## src/inc/psdt_pkg.sv

```systemverilog
package psdt_pkg;
	// Clock rate and time unit per variant
	localparam int unsigned CLK_PERIOD_PS  = 50000;
	localparam int unsigned UNIT_BASE_PS   = 2000000;
	localparam int unsigned UNIT_FAST_PS   = 800000;
	localparam int unsigned UNIT_PREM_PS   = 900000;
	// Cycles per unit, rounded down, at least one
	localparam int unsigned UNIT_BASE_CYC  = (UNIT_BASE_PS / CLK_PERIOD_PS) > 0 ?
		(UNIT_BASE_PS / CLK_PERIOD_PS) : 1;
	localparam int unsigned UNIT_FAST_CYC  = (UNIT_FAST_PS / CLK_PERIOD_PS) > 0 ?
		(UNIT_FAST_PS / CLK_PERIOD_PS) : 1;
	localparam int unsigned UNIT_PREM_CYC  = (UNIT_PREM_PS / CLK_PERIOD_PS) > 0 ?
		(UNIT_PREM_PS / CLK_PERIOD_PS) : 1;
	localparam int unsigned PRE_W          = 6;
	localparam int unsigned CNT_W          = 16;
	localparam int unsigned PIN_CNT        = 16;
	localparam int unsigned SEL_W          = 4;
	localparam logic [CNT_W-1:0] CNT_MAX   = 16'hFFFF;
	localparam logic [CNT_W-1:0] CNT_ONE   = 16'h0001;
	localparam logic [CNT_W-1:0] CNT_ZERO  = 16'h0000;
	localparam logic [CNT_W-1:0] OVF_RES   = 16'h0000;
	localparam logic [PRE_W-1:0] PRE_ZERO  = 6'h00;
	localparam logic [PRE_W-1:0] PRE_ONE   = 6'h01;
	// Variant select codes
	localparam logic [1:0] VAR_BASE = 2'h0;
	localparam logic [1:0] VAR_ENH  = 2'h1;
	localparam logic [1:0] VAR_FAST = 2'h2;
	localparam logic [1:0] VAR_PREM = 2'h3;
	typedef enum logic [1:0] {
		PSDT_IDLE  = 2'b00,
		PSDT_MEAS  = 2'b01,
		PSDT_DONE  = 2'b10
	} psdt_state_e;
endpackage

```

## src/rtl/psdt_unit_tick.sv

```systemverilog
`timescale 1ns/100ps
// Divides the clock into one-cycle ticks of one time unit
module psdt_unit_tick (
	input  wire logic             clk_i,
	input  wire logic             reset_n_i,
	input  wire logic             ce_i,
	input  wire logic             run_i,
	input  wire logic [1:0]       variant_i,
	output logic                  tick_o
);
	logic [psdt_pkg::PRE_W-1:0] pre_q;
	logic [psdt_pkg::PRE_W-1:0] pre_d;
	logic [psdt_pkg::PRE_W-1:0] last_w;
	// Terminal count per variant
	assign last_w = (variant_i == psdt_pkg::VAR_FAST) ?
			psdt_pkg::PRE_W'(psdt_pkg::UNIT_FAST_CYC - 1) :
		(variant_i == psdt_pkg::VAR_PREM) ?
			psdt_pkg::PRE_W'(psdt_pkg::UNIT_PREM_CYC - 1) :
			psdt_pkg::PRE_W'(psdt_pkg::UNIT_BASE_CYC - 1);
	assign tick_o = run_i && (pre_q == last_w);
	assign pre_d  = (!run_i || tick_o) ? psdt_pkg::PRE_ZERO : pre_q + psdt_pkg::PRE_ONE;
	// Prescaler register
	always_ff @(posedge clk_i or negedge reset_n_i) begin
		if (!reset_n_i) begin
			pre_q <= psdt_pkg::PRE_ZERO;
		end else if (ce_i) begin
			pre_q <= pre_d;
		end
	end
endmodule // psdt_unit_tick

```

## src/rtl/psdt_level_duration_measure.sv

```systemverilog
`timescale 1ns/100ps
// Functional notes
// [RULE_01] A four-bit selector picks one of sixteen pins and the start releases its driver.
// [RULE_02] A one-bit target level is watched and the first mismatching sample ends the count.
// [RULE_03] The counter advances once per unit: 2 us base/enhanced, 0.8 us fast, 0.9 us premium.
// [RULE_04] Counting stops at once when the mismatch is seen, with no further units added.
// [RULE_05] A pin already off target at start gives a result of 1.
// [RULE_06] Holding the level past 65535 units ends the measurement with result 0.
// [RULE_07] Software must precharge the external network so the pin reads the target first.
// [RULE_08] Software should drive the pin high about 1 ms then measure with target 1.
// [RULE_09] The result sits in a 16-bit register with a one-cycle done pulse for every end.
module psdt_level_duration_measure (
	input  wire logic                       clk_i,
	input  wire logic                       reset_n_i,
	input  wire logic                       ce_i,
	input  wire logic [1:0]                 variant_i,
	input  wire logic                       start_i,
	input  wire logic [psdt_pkg::SEL_W-1:0] pin_sel_i,
	input  wire logic                       target_i,
	input  wire logic [psdt_pkg::PIN_CNT-1:0] pin_in_i,
	input  wire logic [psdt_pkg::PIN_CNT-1:0] pin_out_i,
	input  wire logic [psdt_pkg::PIN_CNT-1:0] pin_oe_i,
	output logic [psdt_pkg::PIN_CNT-1:0]    pin_out_o,
	output logic [psdt_pkg::PIN_CNT-1:0]    pin_oe_o,
	output logic                            busy_o,
	output logic                            done_o,
	output logic                            overflow_o,
	output logic [psdt_pkg::CNT_W-1:0]      result_o
);
	// Captured command, live count and finished result
	psdt_pkg::psdt_state_e        state_q;
	psdt_pkg::psdt_state_e        state_d;
	logic [psdt_pkg::SEL_W-1:0]   sel_q;
	logic [psdt_pkg::SEL_W-1:0]   sel_d;
	logic                         tgt_q;
	logic                         tgt_d;
	logic [1:0]                   var_q;
	logic [1:0]                   var_d;
	logic [psdt_pkg::CNT_W-1:0]   cnt_q;
	logic [psdt_pkg::CNT_W-1:0]   cnt_d;
	logic [psdt_pkg::CNT_W-1:0]   cnt_inc_w;
	logic [psdt_pkg::CNT_W-1:0]   res_q;
	logic [psdt_pkg::CNT_W-1:0]   res_d;
	logic                         ovf_q;
	logic                         ovf_d;
	logic [psdt_pkg::PIN_CNT-1:0] sel_hot_w;
	logic [psdt_pkg::PIN_CNT-1:0] rel_mask_w;
	logic                         idle_w;
	logic                         run_w;
	logic                         end_w;
	logic                         tick_w;
	logic                         level_w;
	logic                         mismatch_w;
	logic                         limit_w;
	logic                         take_w;
	logic                         finish_w;

	// One-hot decode of a pin selector
	function automatic logic [psdt_pkg::PIN_CNT-1:0] psdt_onehot(
		input logic [psdt_pkg::SEL_W-1:0] s);
		psdt_onehot = {{(psdt_pkg::PIN_CNT-1){1'b0}}, 1'b1} << s;
	endfunction

	// Phase compare, shared by the three phase decodes below
	function automatic logic psdt_in_state(
		input psdt_pkg::psdt_state_e cur,
		input psdt_pkg::psdt_state_e want);
		psdt_in_state = (cur == want);
	endfunction

	// Phase decode
	assign idle_w = psdt_in_state(state_q, psdt_pkg::PSDT_IDLE);
	assign run_w  = psdt_in_state(state_q, psdt_pkg::PSDT_MEAS);
	assign end_w  = psdt_in_state(state_q, psdt_pkg::PSDT_DONE);

	// Selector expanded once for the per-pin logic
	assign sel_hot_w = psdt_onehot(sel_q);

	// Per-pin release: only the captured pin, only while counting, so a
	// pin that other logic drives comes back the cycle after the count ends
	for (genvar p = 0; p < psdt_pkg::PIN_CNT; p++) begin : g_pin
		logic rel_w;
		assign rel_w         = run_w && sel_hot_w[p];
		assign rel_mask_w[p] = rel_w;
		assign pin_out_o[p]  = pin_out_i[p] && !rel_w;
		assign pin_oe_o[p]   = pin_oe_i[p] && !rel_w; // [RULE_01]
	end

	// Command capture; held through the run so a changing selector,
	// level or variant on the inputs cannot bend a measurement
	assign sel_d = take_w ? pin_sel_i : sel_q;
	assign tgt_d = take_w ? target_i : tgt_q;
	assign var_d = take_w ? variant_i : var_q;

	// Sampling and termination decode; the pin is looked at only on a
	// unit tick, so a short glitch between ticks is not seen
	assign take_w     = idle_w && start_i;
	assign level_w    = pin_in_i[sel_q];
	assign mismatch_w = tick_w && (level_w != tgt_q); // [RULE_02] [RULE_05]
	assign limit_w    = tick_w && (cnt_q == psdt_pkg::CNT_MAX); // [RULE_06]
	assign finish_w   = mismatch_w || limit_w;
	assign cnt_inc_w  = cnt_q + psdt_pkg::CNT_ONE;

	// Unit prescaler; runs only in the counting phase, so the first unit
	// is a full one and the pin is first looked at one unit after start
	psdt_unit_tick u_tick (
		.clk_i     (clk_i),
		.reset_n_i (reset_n_i),
		.ce_i      (ce_i),
		.run_i     (run_w),
		.variant_i (var_q),
		.tick_o    (tick_w)
	); // [RULE_03]

	// Phase sequencing; a start seen in the done phase is dropped, and
	// the caller must present it again once the block is idle
	always_comb begin
		state_d = state_q;
		unique case (state_q)
			psdt_pkg::PSDT_IDLE: begin
				if (take_w) begin
					state_d = psdt_pkg::PSDT_MEAS;
				end
			end
			psdt_pkg::PSDT_MEAS: begin
				if (finish_w) begin
					state_d = psdt_pkg::PSDT_DONE;
				end
			end
			psdt_pkg::PSDT_DONE: begin
				state_d = psdt_pkg::PSDT_IDLE;
			end
			default: begin
				state_d = psdt_pkg::PSDT_IDLE;
			end
		endcase
	end

	// Count and result update; the mismatch is checked before the limit
	// so the detecting unit is part of the reported count, which wraps to 0 when the mismatch is on unit 65536
	always_comb begin
		cnt_d = cnt_q;
		res_d = res_q;
		ovf_d = ovf_q;
		if (take_w) begin
			cnt_d = psdt_pkg::CNT_ZERO;
		end else if (mismatch_w) begin
			res_d = cnt_inc_w; // [RULE_04] [RULE_05]
			ovf_d = 1'b0;
		end else if (limit_w) begin
			res_d = psdt_pkg::OVF_RES; // [RULE_06]
			ovf_d = 1'b1;
		end else if (tick_w) begin
			cnt_d = cnt_inc_w; // [RULE_03]
		end
	end

	// Phase register; a low enable freezes it
	// together with every other register below
	always_ff @(posedge clk_i or negedge reset_n_i) begin
		if (!reset_n_i) begin
			state_q <= psdt_pkg::PSDT_IDLE;
		end else if (ce_i) begin
			state_q <= state_d;
		end
	end

	// Command registers; only loaded on an accepted start
	// so a start refused while busy leaves them alone
	always_ff @(posedge clk_i or negedge reset_n_i) begin
		if (!reset_n_i) begin
			sel_q <= '0;
			tgt_q <= 1'b0;
			var_q <= psdt_pkg::VAR_BASE;
		end else if (ce_i) begin
			sel_q <= sel_d;
			tgt_q <= tgt_d;
			var_q <= var_d;
		end
	end

	// Unit counter; cleared at start, never touched after the end
	// so the last count stays visible for debugging
	always_ff @(posedge clk_i or negedge reset_n_i) begin
		if (!reset_n_i) begin
			cnt_q <= psdt_pkg::CNT_ZERO;
		end else if (ce_i) begin
			cnt_q <= cnt_d;
		end
	end

	// Result register; written only when a measurement ends
	// and held until the next one ends
	always_ff @(posedge clk_i or negedge reset_n_i) begin
		if (!reset_n_i) begin
			res_q <= psdt_pkg::CNT_ZERO;
		end else if (ce_i) begin
			res_q <= res_d; // [RULE_09]
		end
	end

	// Overflow flag; set and cleared only at the end of a run
	// so it always describes the result beside it
	always_ff @(posedge clk_i or negedge reset_n_i) begin
		if (!reset_n_i) begin
			ovf_q <= 1'b0;
		end else if (ce_i) begin
			ovf_q <= ovf_d;
		end
	end

	// Status outputs; the done pulse is masked by the enable so a
	// frozen block does not stretch it over several clocks
	assign busy_o     = !idle_w;
	assign done_o     = end_w && ce_i; // [RULE_09]
	assign overflow_o = ovf_q;
	assign result_o   = res_q;
endmodule // psdt_level_duration_measure

```

## config.mk

```make
export PLATFORM = sky130hd
export DESIGN_NAME = psdt_level_duration_measure
export DESIGN_NICKNAME = d
export VERILOG_FILES = /design/src/inc/psdt_pkg.sv /design/src/rtl/psdt_unit_tick.sv /design/src/rtl/psdt_level_duration_measure.sv
export SDC_FILE = /design/constraint.sdc
export NUM_CORES = 1
export LEC_CHECK = 0
export BUFFER_PORTS_ARGS = -buffer_cell sky130_fd_sc_hd__buf_2
export CORE_UTILIZATION = 46
export CTS_BUF_LIST = sky130_fd_sc_hd__clkbuf_4
export CTS_CLUSTER_SIZE = 12
export DETAILED_ROUTE_END_ITERATION = 6
export PLACE_DENSITY_LB_ADDON = 0.12
export RECOVER_POWER = 100
export SYNTH_ARGS = -nofsm -noshare
export SYNTH_HDL_FRONTEND = slang
export SYNTH_SLANG_ARGS = --single-unit
```

## constraint.sdc

```tcl
create_clock -name clk_i -period 3.5 [get_ports clk_i]
set_input_delay 0.525 -clock clk_i [delete_from_list [all_inputs] [get_ports clk_i]]
set_output_delay 0.525 -clock clk_i [all_outputs]
set_load 0.1 [all_outputs]
```

==> metrics, run 1 <==
Placed Cells incl. Taps=between 400 and 500; Max Fanout on Critical Path=15; die width=82.3 um; total power=2.10 mW; fin crit share=0.851; minimum clock period=around 3000 ps; die area=6770 um^2; Pre-antenna DRT Iters=4; Critical Path Sink=cnt_q[10]$_DFFE_PN0P_; post-DP HPWL=5290 um; CP startpoint kind=flip-flop; fin util=0.572; main area contributors after synthesis=dfrtp_1 (41%), mux2i_1 (5.4%), o2bb2ai_1 (5.3%); dpl cell area=3530 um^2; Clock Skew=16.0 ps; Clock Sinks=48; final RePlAce weighted congestion=~0.77; Mapped Area=2960 um^2; MaxCap Viol Count=1; Num CTS Buffers=5; Power Dens Cells=606 nW/um^2; vias in the first global route=2,286; area growth from synthesis to layout=16.9%; Yosys top cell by area=dfrtp_1; remaining global-route overflow=0; register area share after synthesis=0.405; unrepaired setup endpoints after global routing=no; FF+latch count, synth=48; compound-gate portion of the synthesized area=0.104; Vias=2,475; DRT antenna net count=0; final instance area=3460 um^2; CTS Buffer Depth=2; Post-Synth Adder-Cell Area=0.00845; root buffer cell=clkbuf_4; Die Y=between 80 and 90 um; DR iter-0 viols=136; Netlist cell types=48; xor and xnor area share after synthesis=0.0473; Slew HR=-0.711; Max Fclk=336 MHz; core region area=6060 um^2; number of I/O pins=110; failing checks=max-capacitance violations, max-slew violations; DRC=0; first-pass GRT wire length=10,800 um; Worst R2R Setup Slack=520 ps; WP data required=between 3000 and 4000 ps; Post-synth EDFFs=0; ys async rst share=1.00; initial antenna violation count=0; Worst-Margin Slew=2570 ps; Syn Area/Cell=roughly 10 um^2; hold_ws=382 ps; R2R Path Start=sel_q[1]$_DFFE_PN0P_; largest family of logic cells by synthesized area=simple AND/OR/NAND/NOR gates; CTS tree=built; top_reg_cell synth=dfrtp_1; CP Launch Point=sel_q[1]$_DFFE_PN0P_; Global Route met2 Usage=0.314; pre-CTS worst setup slack=822 ps; Leak Pwr=approximately 1.6 nW; final hold violations=0; Non-Filler Instances=477; worst setup path class=flip-flop to flip-flop; met1 usage=0.315; Port Buffers=109; Register-to-Register Path Depth=6; clk_lat worst skew=370 ps; Synth Area in Simple Gates=0.262; final slew viol count=49; Tot GR Track Use=0.211; Final TNS setup=0 ps; final worst slack=522 ps; post-CTS resize count=0; ant diodes=0; peak supply drop=0.441 mV; top cell type's share of synthesized area=0.405; grt peak-use layer=met1; GR Layer Usage met3=0.0352; Post-Syn Nets=358; Hold Buf Count CTS=0; Synth Instances=297; HP Class=input port to flip-flop; H-tree Lvls=2; final setup fails=0; mux contribution to synthesized area=0.136; Setup crit end kind=flip-flop; status=complete, but fails checks; setup bufs post-CTS=0; WL per Instance=between 10 and 15 um; row cnt=28; Worst R2R End=cnt_q[10]$_DFFE_PN0P_; Synth warnings=0; drt via density=5.19; Initial Utilization=0.489; WP data arrival=around 3300 ps; layout cell share with drive strength beyond 1=0.211; final net count=462; clock slew at reported path FFs=150 ps; DRT Wirelength=about 7000 um; pin count of the biggest net entering global routing=49
==> layout by cell type, fill, tap and decap left out, types with 6 or more instances in the layout <==
master / instances
nand2_1: 38
and2_1: 24
and3_1: 7
nor2b_1: 22
nor2_1: 11
clkbuf_1: 53
buf_2: 57
dfrtp_1: 48
clkbuf_4: 6
mux2i_1: 16
o2bb2ai_1: 18
nand3_1: 11
xnor2_1: 13
mux2_2: 13
nor3_1: 6
==> cells in the mapped netlist, drive strengths merged (5+ instances only) <==
| cell | number |
|---|---|
| a21oi | 5 |
| nor2b | 22 |
| nor3 | 6 |
| and2 | 24 |
| clkbuf | 7 |
| mux2 | 17 |
| inv | 5 |
| nand3 | 12 |
| xnor2 | 13 |
| nand2 | 38 |
| dfrtp | 48 |
| o2bb2ai | 18 |
| mux2i | 16 |
| nor2 | 11 |
| buf | 7 |
| and3 | 7 |
| o21ai | 7 |
==> sequential cells by signal, summed over array words and instances (netlist names) <==
name,cells
cnt_q,16
overflow_o,1
result_o,16
sel_q,4
state_q,2
tgt_q,1
u_tick.pre_q,6
var_q,2
==> power by group <==
part           total [mW]  switching [mW]  internal, mW
sequential          0.753           0.125         0.628
combinational        1.08           0.790         0.295
clock               0.262           0.178        0.0846
total                2.10            1.09          1.01
==> routing by layer <==
metal | vias to the layer above | routed length [um] | share of wire
met1 | 1177 | 3390 | 0.48
met2 | 43 | 3320 | 0.48
met5 | - | 0 | 0
met4 | 0 | 37 | 0.0053
li1 | 1251 | - | -
met3 | 4 | 237 | 0.034
==> worst min path at each step <==
stage / startpoint / end / cells after the start
floorplan: reset_n_i / cnt_q[0]$_DFFE_PN0P_ / 0
global placement: result_o[11]$_DFFE_PN0P_ / result_o[11]$_DFFE_PN0P_ / 1
detailed placement: result_o[1]$_DFFE_PN0P_ / result_o[1]$_DFFE_PN0P_ / 1
CTS: reset_n_i / u_tick.pre_q[4]$_DFFE_PN0P_ / 1
global route: variant_i[1] / var_q[1]$_DFFE_PN0P_ / 2
finish: variant_i[1] / var_q[1]$_DFFE_PN0P_ / 2
==> logic make-up after synthesis <==
| family | after synthesis |
|---|---|
| fa+ha+maj | 2 |
| buf+inv | 19 |
| simple gates | 138 |
| xor+xnor | 16 |
| flops | 48 |
| mux | 35 |
| compound gates | 39 |
==> final cells by class <==
cell class,instances,area [um^2]
Timing Repair Buffer,111,492
Tap cell,75,93.8
Inverter,5,18.8
Multi-Input combinational cell,230,1600
Clock inverter,2,11.3
Fill cell,572,2600
Clock buffer,6,45.0
Sequential cell,48,1200
==> critical path, cell delays in order, from the launching register on <==
cell and delay (ps):
dfrtp_1 670, mux2_2 390, mux4_2 500, mux2i_1 220, and3_1 360, nand2_1 410
o31ai_1 360
(Power assumes the default switching activity.)
==> inputs of run 2 (changes only) <==
==> constraint.sdc (replaced) <==
create_clock -name clk_i -period 3.6 [get_ports clk_i]
set_input_delay 0.54 -clock clk_i [delete_from_list [all_inputs] [get_ports clk_i]]
set_output_delay 0.54 -clock clk_i [all_outputs]
set_load 0.1 [all_outputs]
==> metrics, run 2 (synthesis gave the netlist of run 1 again) <==
status=complete, but fails checks (unchanged); failing checks=max-capacitance violations, max-slew violations (unchanged); Placed Cells incl. Taps=469 (unchanged); pin count of the biggest net entering global routing=49 (unchanged); DRT Wirelength=6930 um (was 6990 um); CTS tree=built (unchanged); Slew HR=-0.701 (was -0.711); final net count=462 (unchanged); first-pass GRT wire length=10,800 um (about the same); met3 WL post-DR=282 um (was 237 um); post-DP HPWL=5310 um (was 5290 um); WP data arrival=3210 ps (was 3250 ps); final setup fails=0 (unchanged); worst setup path class=flip-flop to flip-flop (unchanged); core region area=6060 um^2 (unchanged); unrepaired setup endpoints after global routing=no (unchanged); Hold Buf Count CTS=0 (unchanged); area growth from synthesis to layout=17.3% (was 16.9%); Leak Pwr=1.56 nW (about the same); DR iter-0 viols=104 (was 136); remaining global-route overflow=0 (unchanged); Clock Sinks=48 (unchanged); worst hold path startpoint=target_i (was variant_i[1]); Max stage delay on crit path=670 ps (about the same); initial antenna violation count=0 (unchanged); Tot GR Track Use=0.209 (was 0.211); layout cell share with drive strength beyond 1=0.216 (was 0.211); final instance area=3470 um^2 (was 3460 um^2); cell with the largest stage delay on the worst path=dfrtp_1 (unchanged); Final TNS setup=0 ps (unchanged); Setup crit end kind=flip-flop (unchanged); Vias=2,475 (unchanged); fin crit share=0.822 (was 0.851); R2R Path Start=sel_q[1]$_DFFE_PN0P_ (unchanged); H-tree Lvls=2 (unchanged); die width=82.3 um (unchanged); row cnt=28 (unchanged); family with the most delay on the worst path=multiplexers (unchanged); final RePlAce weighted congestion=0.764 (was 0.768); Worst-Margin Slew=2550 ps (was 2570 ps); WL per Instance=14.5 um (was 14.6 um); Num CTS Buffers=5 (unchanged); CTS Buffer Depth=2 (unchanged); Pre-antenna DRT Iters=4 (unchanged); Die Y=82.3 um (unchanged); final slew viol count=49 (unchanged); root buffer cell=clkbuf_4 (unchanged); most frequent cells in the layout=buf_2 (57), clkbuf_1 (53), dfrtp_1 (48), nand2_1 (38), and2_1 (24) (unchanged); fillcell total=591 (was 572); M1 wire length=3280 um (was 3390 um); Port Buffers=109 (unchanged); HP Class=input port to flip-flop (unchanged); Max Fanout on Critical Path=15 (unchanged); Initial Utilization=0.489 (unchanged); CP Launch Point=sel_q[1]$_DFFE_PN0P_ (unchanged); MaxCap Viol Count=1 (unchanged); commonest non-fill, non-tap cell in the layout=buf_2 (unchanged); vias in the first global route=2,283 (was 2,286); clk_lat worst skew=350 ps (was 370 ps); Max Fclk=338 MHz (was 336 MHz); DRC=0 (unchanged); DRT antenna net count=0 (unchanged); post-CTS resize count=0 (unchanged); CP Cell Sequence=mux2_2, mux4_2, mux2i_1, and3_1, nand2_1, o31ai_1 (unchanged); minimum clock period=2960 ps (was 2980 ps); ant diodes=0 (unchanged); number of I/O pins=110 (unchanged); Non-Filler Instances=477 (unchanged); setup bufs post-CTS=0 (unchanged); peak supply drop=0.401 mV (was 0.441 mV); Clock Skew=11.6 ps (was 16.0 ps); buffer and inverter count on the worst path=0 (unchanged); Highest Signal Layer=met4 (unchanged); final hold violations=0 (unchanged); dpl cell area=3530 um^2 (unchanged); WL met2=3310 um (was 3320 um); die area=6770 um^2 (unchanged); WP data required=3850 ps (was 3770 ps); drt via density=5.19 (unchanged); Power Dens Cells=585 nW/um^2 (was 606 nW/um^2); CP startpoint kind=flip-flop (unchanged); clock slew at reported path FFs=130 ps (was 150 ps)
[run 2: cell types whose count changed in the layout (fill, tap and decap cells not counted), sizes merged]
cell	change
clkbuf	+1
clkinvlp	-1
[run 2: worst paths after layout]
check                                           end  slack, ps  depth (start not counted)
setup / recovery              cnt_q[10]$_DFFE_PN0P_        640                          6
hold / removal                    tgt_q$_DFFE_PN0P_        410                          2
setup reg to reg              cnt_q[10]$_DFFE_PN0P_        640                          6
hold reg to reg             result_o[9]$_DFFE_PN0P_        500                          1
max in group asynchronous      cnt_q[9]$_DFFE_PN0P_       1190                          1
min in group asynchronous  result_o[12]$_DFFE_PN0P_        960                          1
[run 2: layer usage]
| layer | vias to the layer above | GRT usage |
|---|---|---|
| li1 | 1256 | - |
| met1 | 1161 | 0.313 |
| met2 | 52 | 0.310 |
| met3 | 6 | 0.0374 |
| met4 | 0 | 0.0474 |
| met5 | - | 0 |
[run 2: layout make-up]
cell class                 count  area, um^2  area share
multi-input combinational    230        1610       0.464
clock inverter                 1        3.75     0.00108
timing repair buffer         111         492       0.142
sequential                    48        1200       0.346
clock buffer                   7        52.6      0.0151
tap                           75        93.8      0.0270
inverter                       5        18.8     0.00540
[run 2: report_power, final]
group	internal, mW	switching [mW]
Combinational	0.287	0.765
Clock	0.0906	0.162
Sequential	0.611	0.119
[run 2: through the flow]
step                power [mW]   util  hold slack (ps)  setup WS [ps]
finish                    2.03  0.573              411            642
global route              2.16  0.573              384            458
CTS                       2.10  0.591              397            906
detailed placement        1.85  0.582              469            935
global placement          1.83  0.582              469           1030
floorplan                 1.70      -              244            442
==> inputs of run 3 (changes only) <==
==> constraint.sdc (replaced) <==
create_clock -name clk_i -period 2.7 [get_ports clk_i]
set_input_delay 0.405 -clock clk_i [delete_from_list [all_inputs] [get_ports clk_i]]
set_output_delay 0.405 -clock clk_i [all_outputs]
set_load 0.1 [all_outputs]
==> metrics, run 3 (synthesis gave the netlist of run 1 again) <==
fin util=0.593 (was 0.573); Worst R2R Setup Slack=190 ps (was 640 ps); WP data required=2980 ps (was 3850 ps); Initial Utilization=0.489 (unchanged); Port Buffers=109 (unchanged); most frequent cells in the layout=buf_2 (71), dfrtp_1 (47), nand2_1 (36), and2_1 (23), nor2b_1 (22) (was buf_2 (57), clkbuf_1 (53), dfrtp_1 (48), nand2_1 (38), and2_1 (24)); row cnt=28 (unchanged); hold_ws=263 ps (was 411 ps); final worst slack=188 ps (was 642 ps); Leak Pwr=1.70 nW (was 1.56 nW); final instance area=3590 um^2 (was 3470 um^2); die area=6770 um^2 (unchanged); number of I/O pins=110 (unchanged); area growth from synthesis to layout=21.3% (was 17.3%); fillcell total=571 (was 591); R2R Path Start=u_tick.pre_q[3]$_DFFE_PN0P_ (was sel_q[1]$_DFFE_PN0P_); commonest non-fill, non-tap cell in the layout=buf_2 (unchanged); Vias=2,518 (was 2,475); DRC=0 (unchanged); unrepaired setup endpoints after global routing=no (unchanged); fin crit share=0.930 (was 0.822); root buffer cell=clkbuf_4 (unchanged); minimum clock period=2510 ps (was 2960 ps); WL per Instance=13.9 um (was 14.5 um); CP startpoint kind=flip-flop (unchanged); remaining global-route overflow=0 (unchanged); Max stage delay on crit path=680 ps (was 670 ps); pin count of the biggest net entering global routing=49 (unchanged); worst setup path class=flip-flop to flip-flop (unchanged); Placed Cells incl. Taps=475 (was 469); clock slew at reported path FFs=140 ps (was 130 ps); status=complete, no violations (was complete, but fails checks); final setup fails=0 (unchanged); Tot GR Track Use=0.204 (was 0.209); Hold Buf Count CTS=0 (unchanged); total power=2.79 mW (was 2.03 mW); Pre-antenna DRT Iters=4 (unchanged); H-tree Lvls=2 (unchanged); Slew HR=0.212 (was -0.701); HP Class=input port to flip-flop (unchanged); Critical Path Sink=cnt_q[10]$_DFFE_PN0P_ (unchanged); post-DP HPWL=5170 um (was 5310 um); Power Dens Cells=776 nW/um^2 (was 585 nW/um^2); drt via density=5.21 (was 5.19); pre-CTS worst setup slack=189 ps (was 935 ps); Worst R2R End=cnt_q[10]$_DFFE_PN0P_ (unchanged); Setup crit end kind=flip-flop (unchanged); Num CTS Buffers=5 (unchanged); ant diodes=0 (unchanged); clk_lat worst skew=360 ps (was 350 ps); layout cell share with drive strength beyond 1=0.316 (was 0.216); DR iter-0 viols=122 (was 104); CTS tree=built (unchanged); Die Y=82.3 um (unchanged); core region area=6060 um^2 (unchanged); Max Fanout on Critical Path=9 (was 15); final RePlAce weighted congestion=0.788 (was 0.764); initial antenna violation count=0 (unchanged); Final TNS setup=0 ps (unchanged); CTS Buffer Depth=2 (unchanged); MaxCap Viol Count=0 (was 1); DRT Wirelength=6730 um (was 6930 um); Clock Sinks=48 (unchanged); Register-to-Register Path Depth=6 (unchanged); die width=82.3 um (unchanged); dpl cell area=3590 um^2 (was 3530 um^2); peak supply drop=0.689 mV (was 0.401 mV); final hold violations=0 (unchanged); vias in the first global route=2,302 (was 2,283); WP data arrival=2800 ps (was 3210 ps); final net count=468 (was 462); first-pass GRT wire length=10,700 um (was 10,800 um); CP Launch Point=u_tick.pre_q[3]$_DFFE_PN0P_ (was sel_q[1]$_DFFE_PN0P_); Clock Skew=10.2 ps (was 11.6 ps); cell with the largest stage delay on the worst path=or4b_2 (was dfrtp_1); Max Fclk=398 MHz (was 338 MHz); DRT antenna net count=0 (unchanged); Non-Filler Instances=483 (was 477); final slew viol count=0 (was 49); Worst-Margin Slew=1190 ps (was 2550 ps); CP Cell Sequence=or4b_2, a211oi_1, and2_0, buf_4, nand2_4, o31ai_1 (was mux2_2, mux4_2, mux2i_1, and3_1, nand2_1, o31ai_1)
[run 3: final cells by class]
class                   instances  area (um^2)  area share
multi-input cells             230         1630       0.454
flip-flops and latches         48         1200       0.335
repair buffers                117          592       0.165
well taps                      75         93.8      0.0261
clock buffers                   6         45.0      0.0125
inverters                       5         18.8     0.00522
clock inverters                 2         11.3     0.00313
[run 3: worst min path at each step]
stage / start / to / slack, ps / depth (start not counted)
after global placement: result_o[8]$_DFFE_PN0P_ / result_o[8]$_DFFE_PN0P_ / 470 / 1
after global routing: variant_i[0] / var_q[0]$_DFFE_PN0P_ / 250 / 2
after CTS: reset_n_i / result_o[11]$_DFFE_PN0P_ / 130 / 2
after floorplan: reset_n_i / cnt_q[0]$_DFFE_PN0P_ / 110 / 0
after detailed placement: result_o[3]$_DFFE_PN0P_ / result_o[3]$_DFFE_PN0P_ / 470 / 1
final: pin_sel_i[3] / sel_q[3]$_DFFE_PN0P_ / 260 / 2
[run 3: per-layer routing]
layer | up-vias | wire, um | track usage
li1 | 1264 | - | -
met1 | 1170 | 3200 | 0.299
met2 | 79 | 3140 | 0.319
met3 | 5 | 354 | 0.0385
met4 | 0 | 34 | 0.0316
met5 | - | 0 | 0
[run 3: worst max-delay path, delay by kind of cell, from the launching register on]
| kind | cells | cell delay (ps) |
|---|---|---|
| buffers and inverters | 1 | 240 |
| AO/OA/AOI/OAI | 2 | 530 |
| flip-flops | 1 | 460 |
| AND/OR/NAND/NOR | 3 | 1200 |
[run 3: report_power, final]
group	internal [mW]	switching, mW	leakage [nW]
Clock	0.110	0.230	0.0293
Sequential	0.816	0.149	0.646
Combinational	0.435	1.05	1.02
Total	1.36	1.43	1.70
[run 3: timing repair]
item                                    in CTS  in global routing
buffers inserted                             0                  0
resized for setup                            0                  2
endpoints found under the setup margin       0                  8
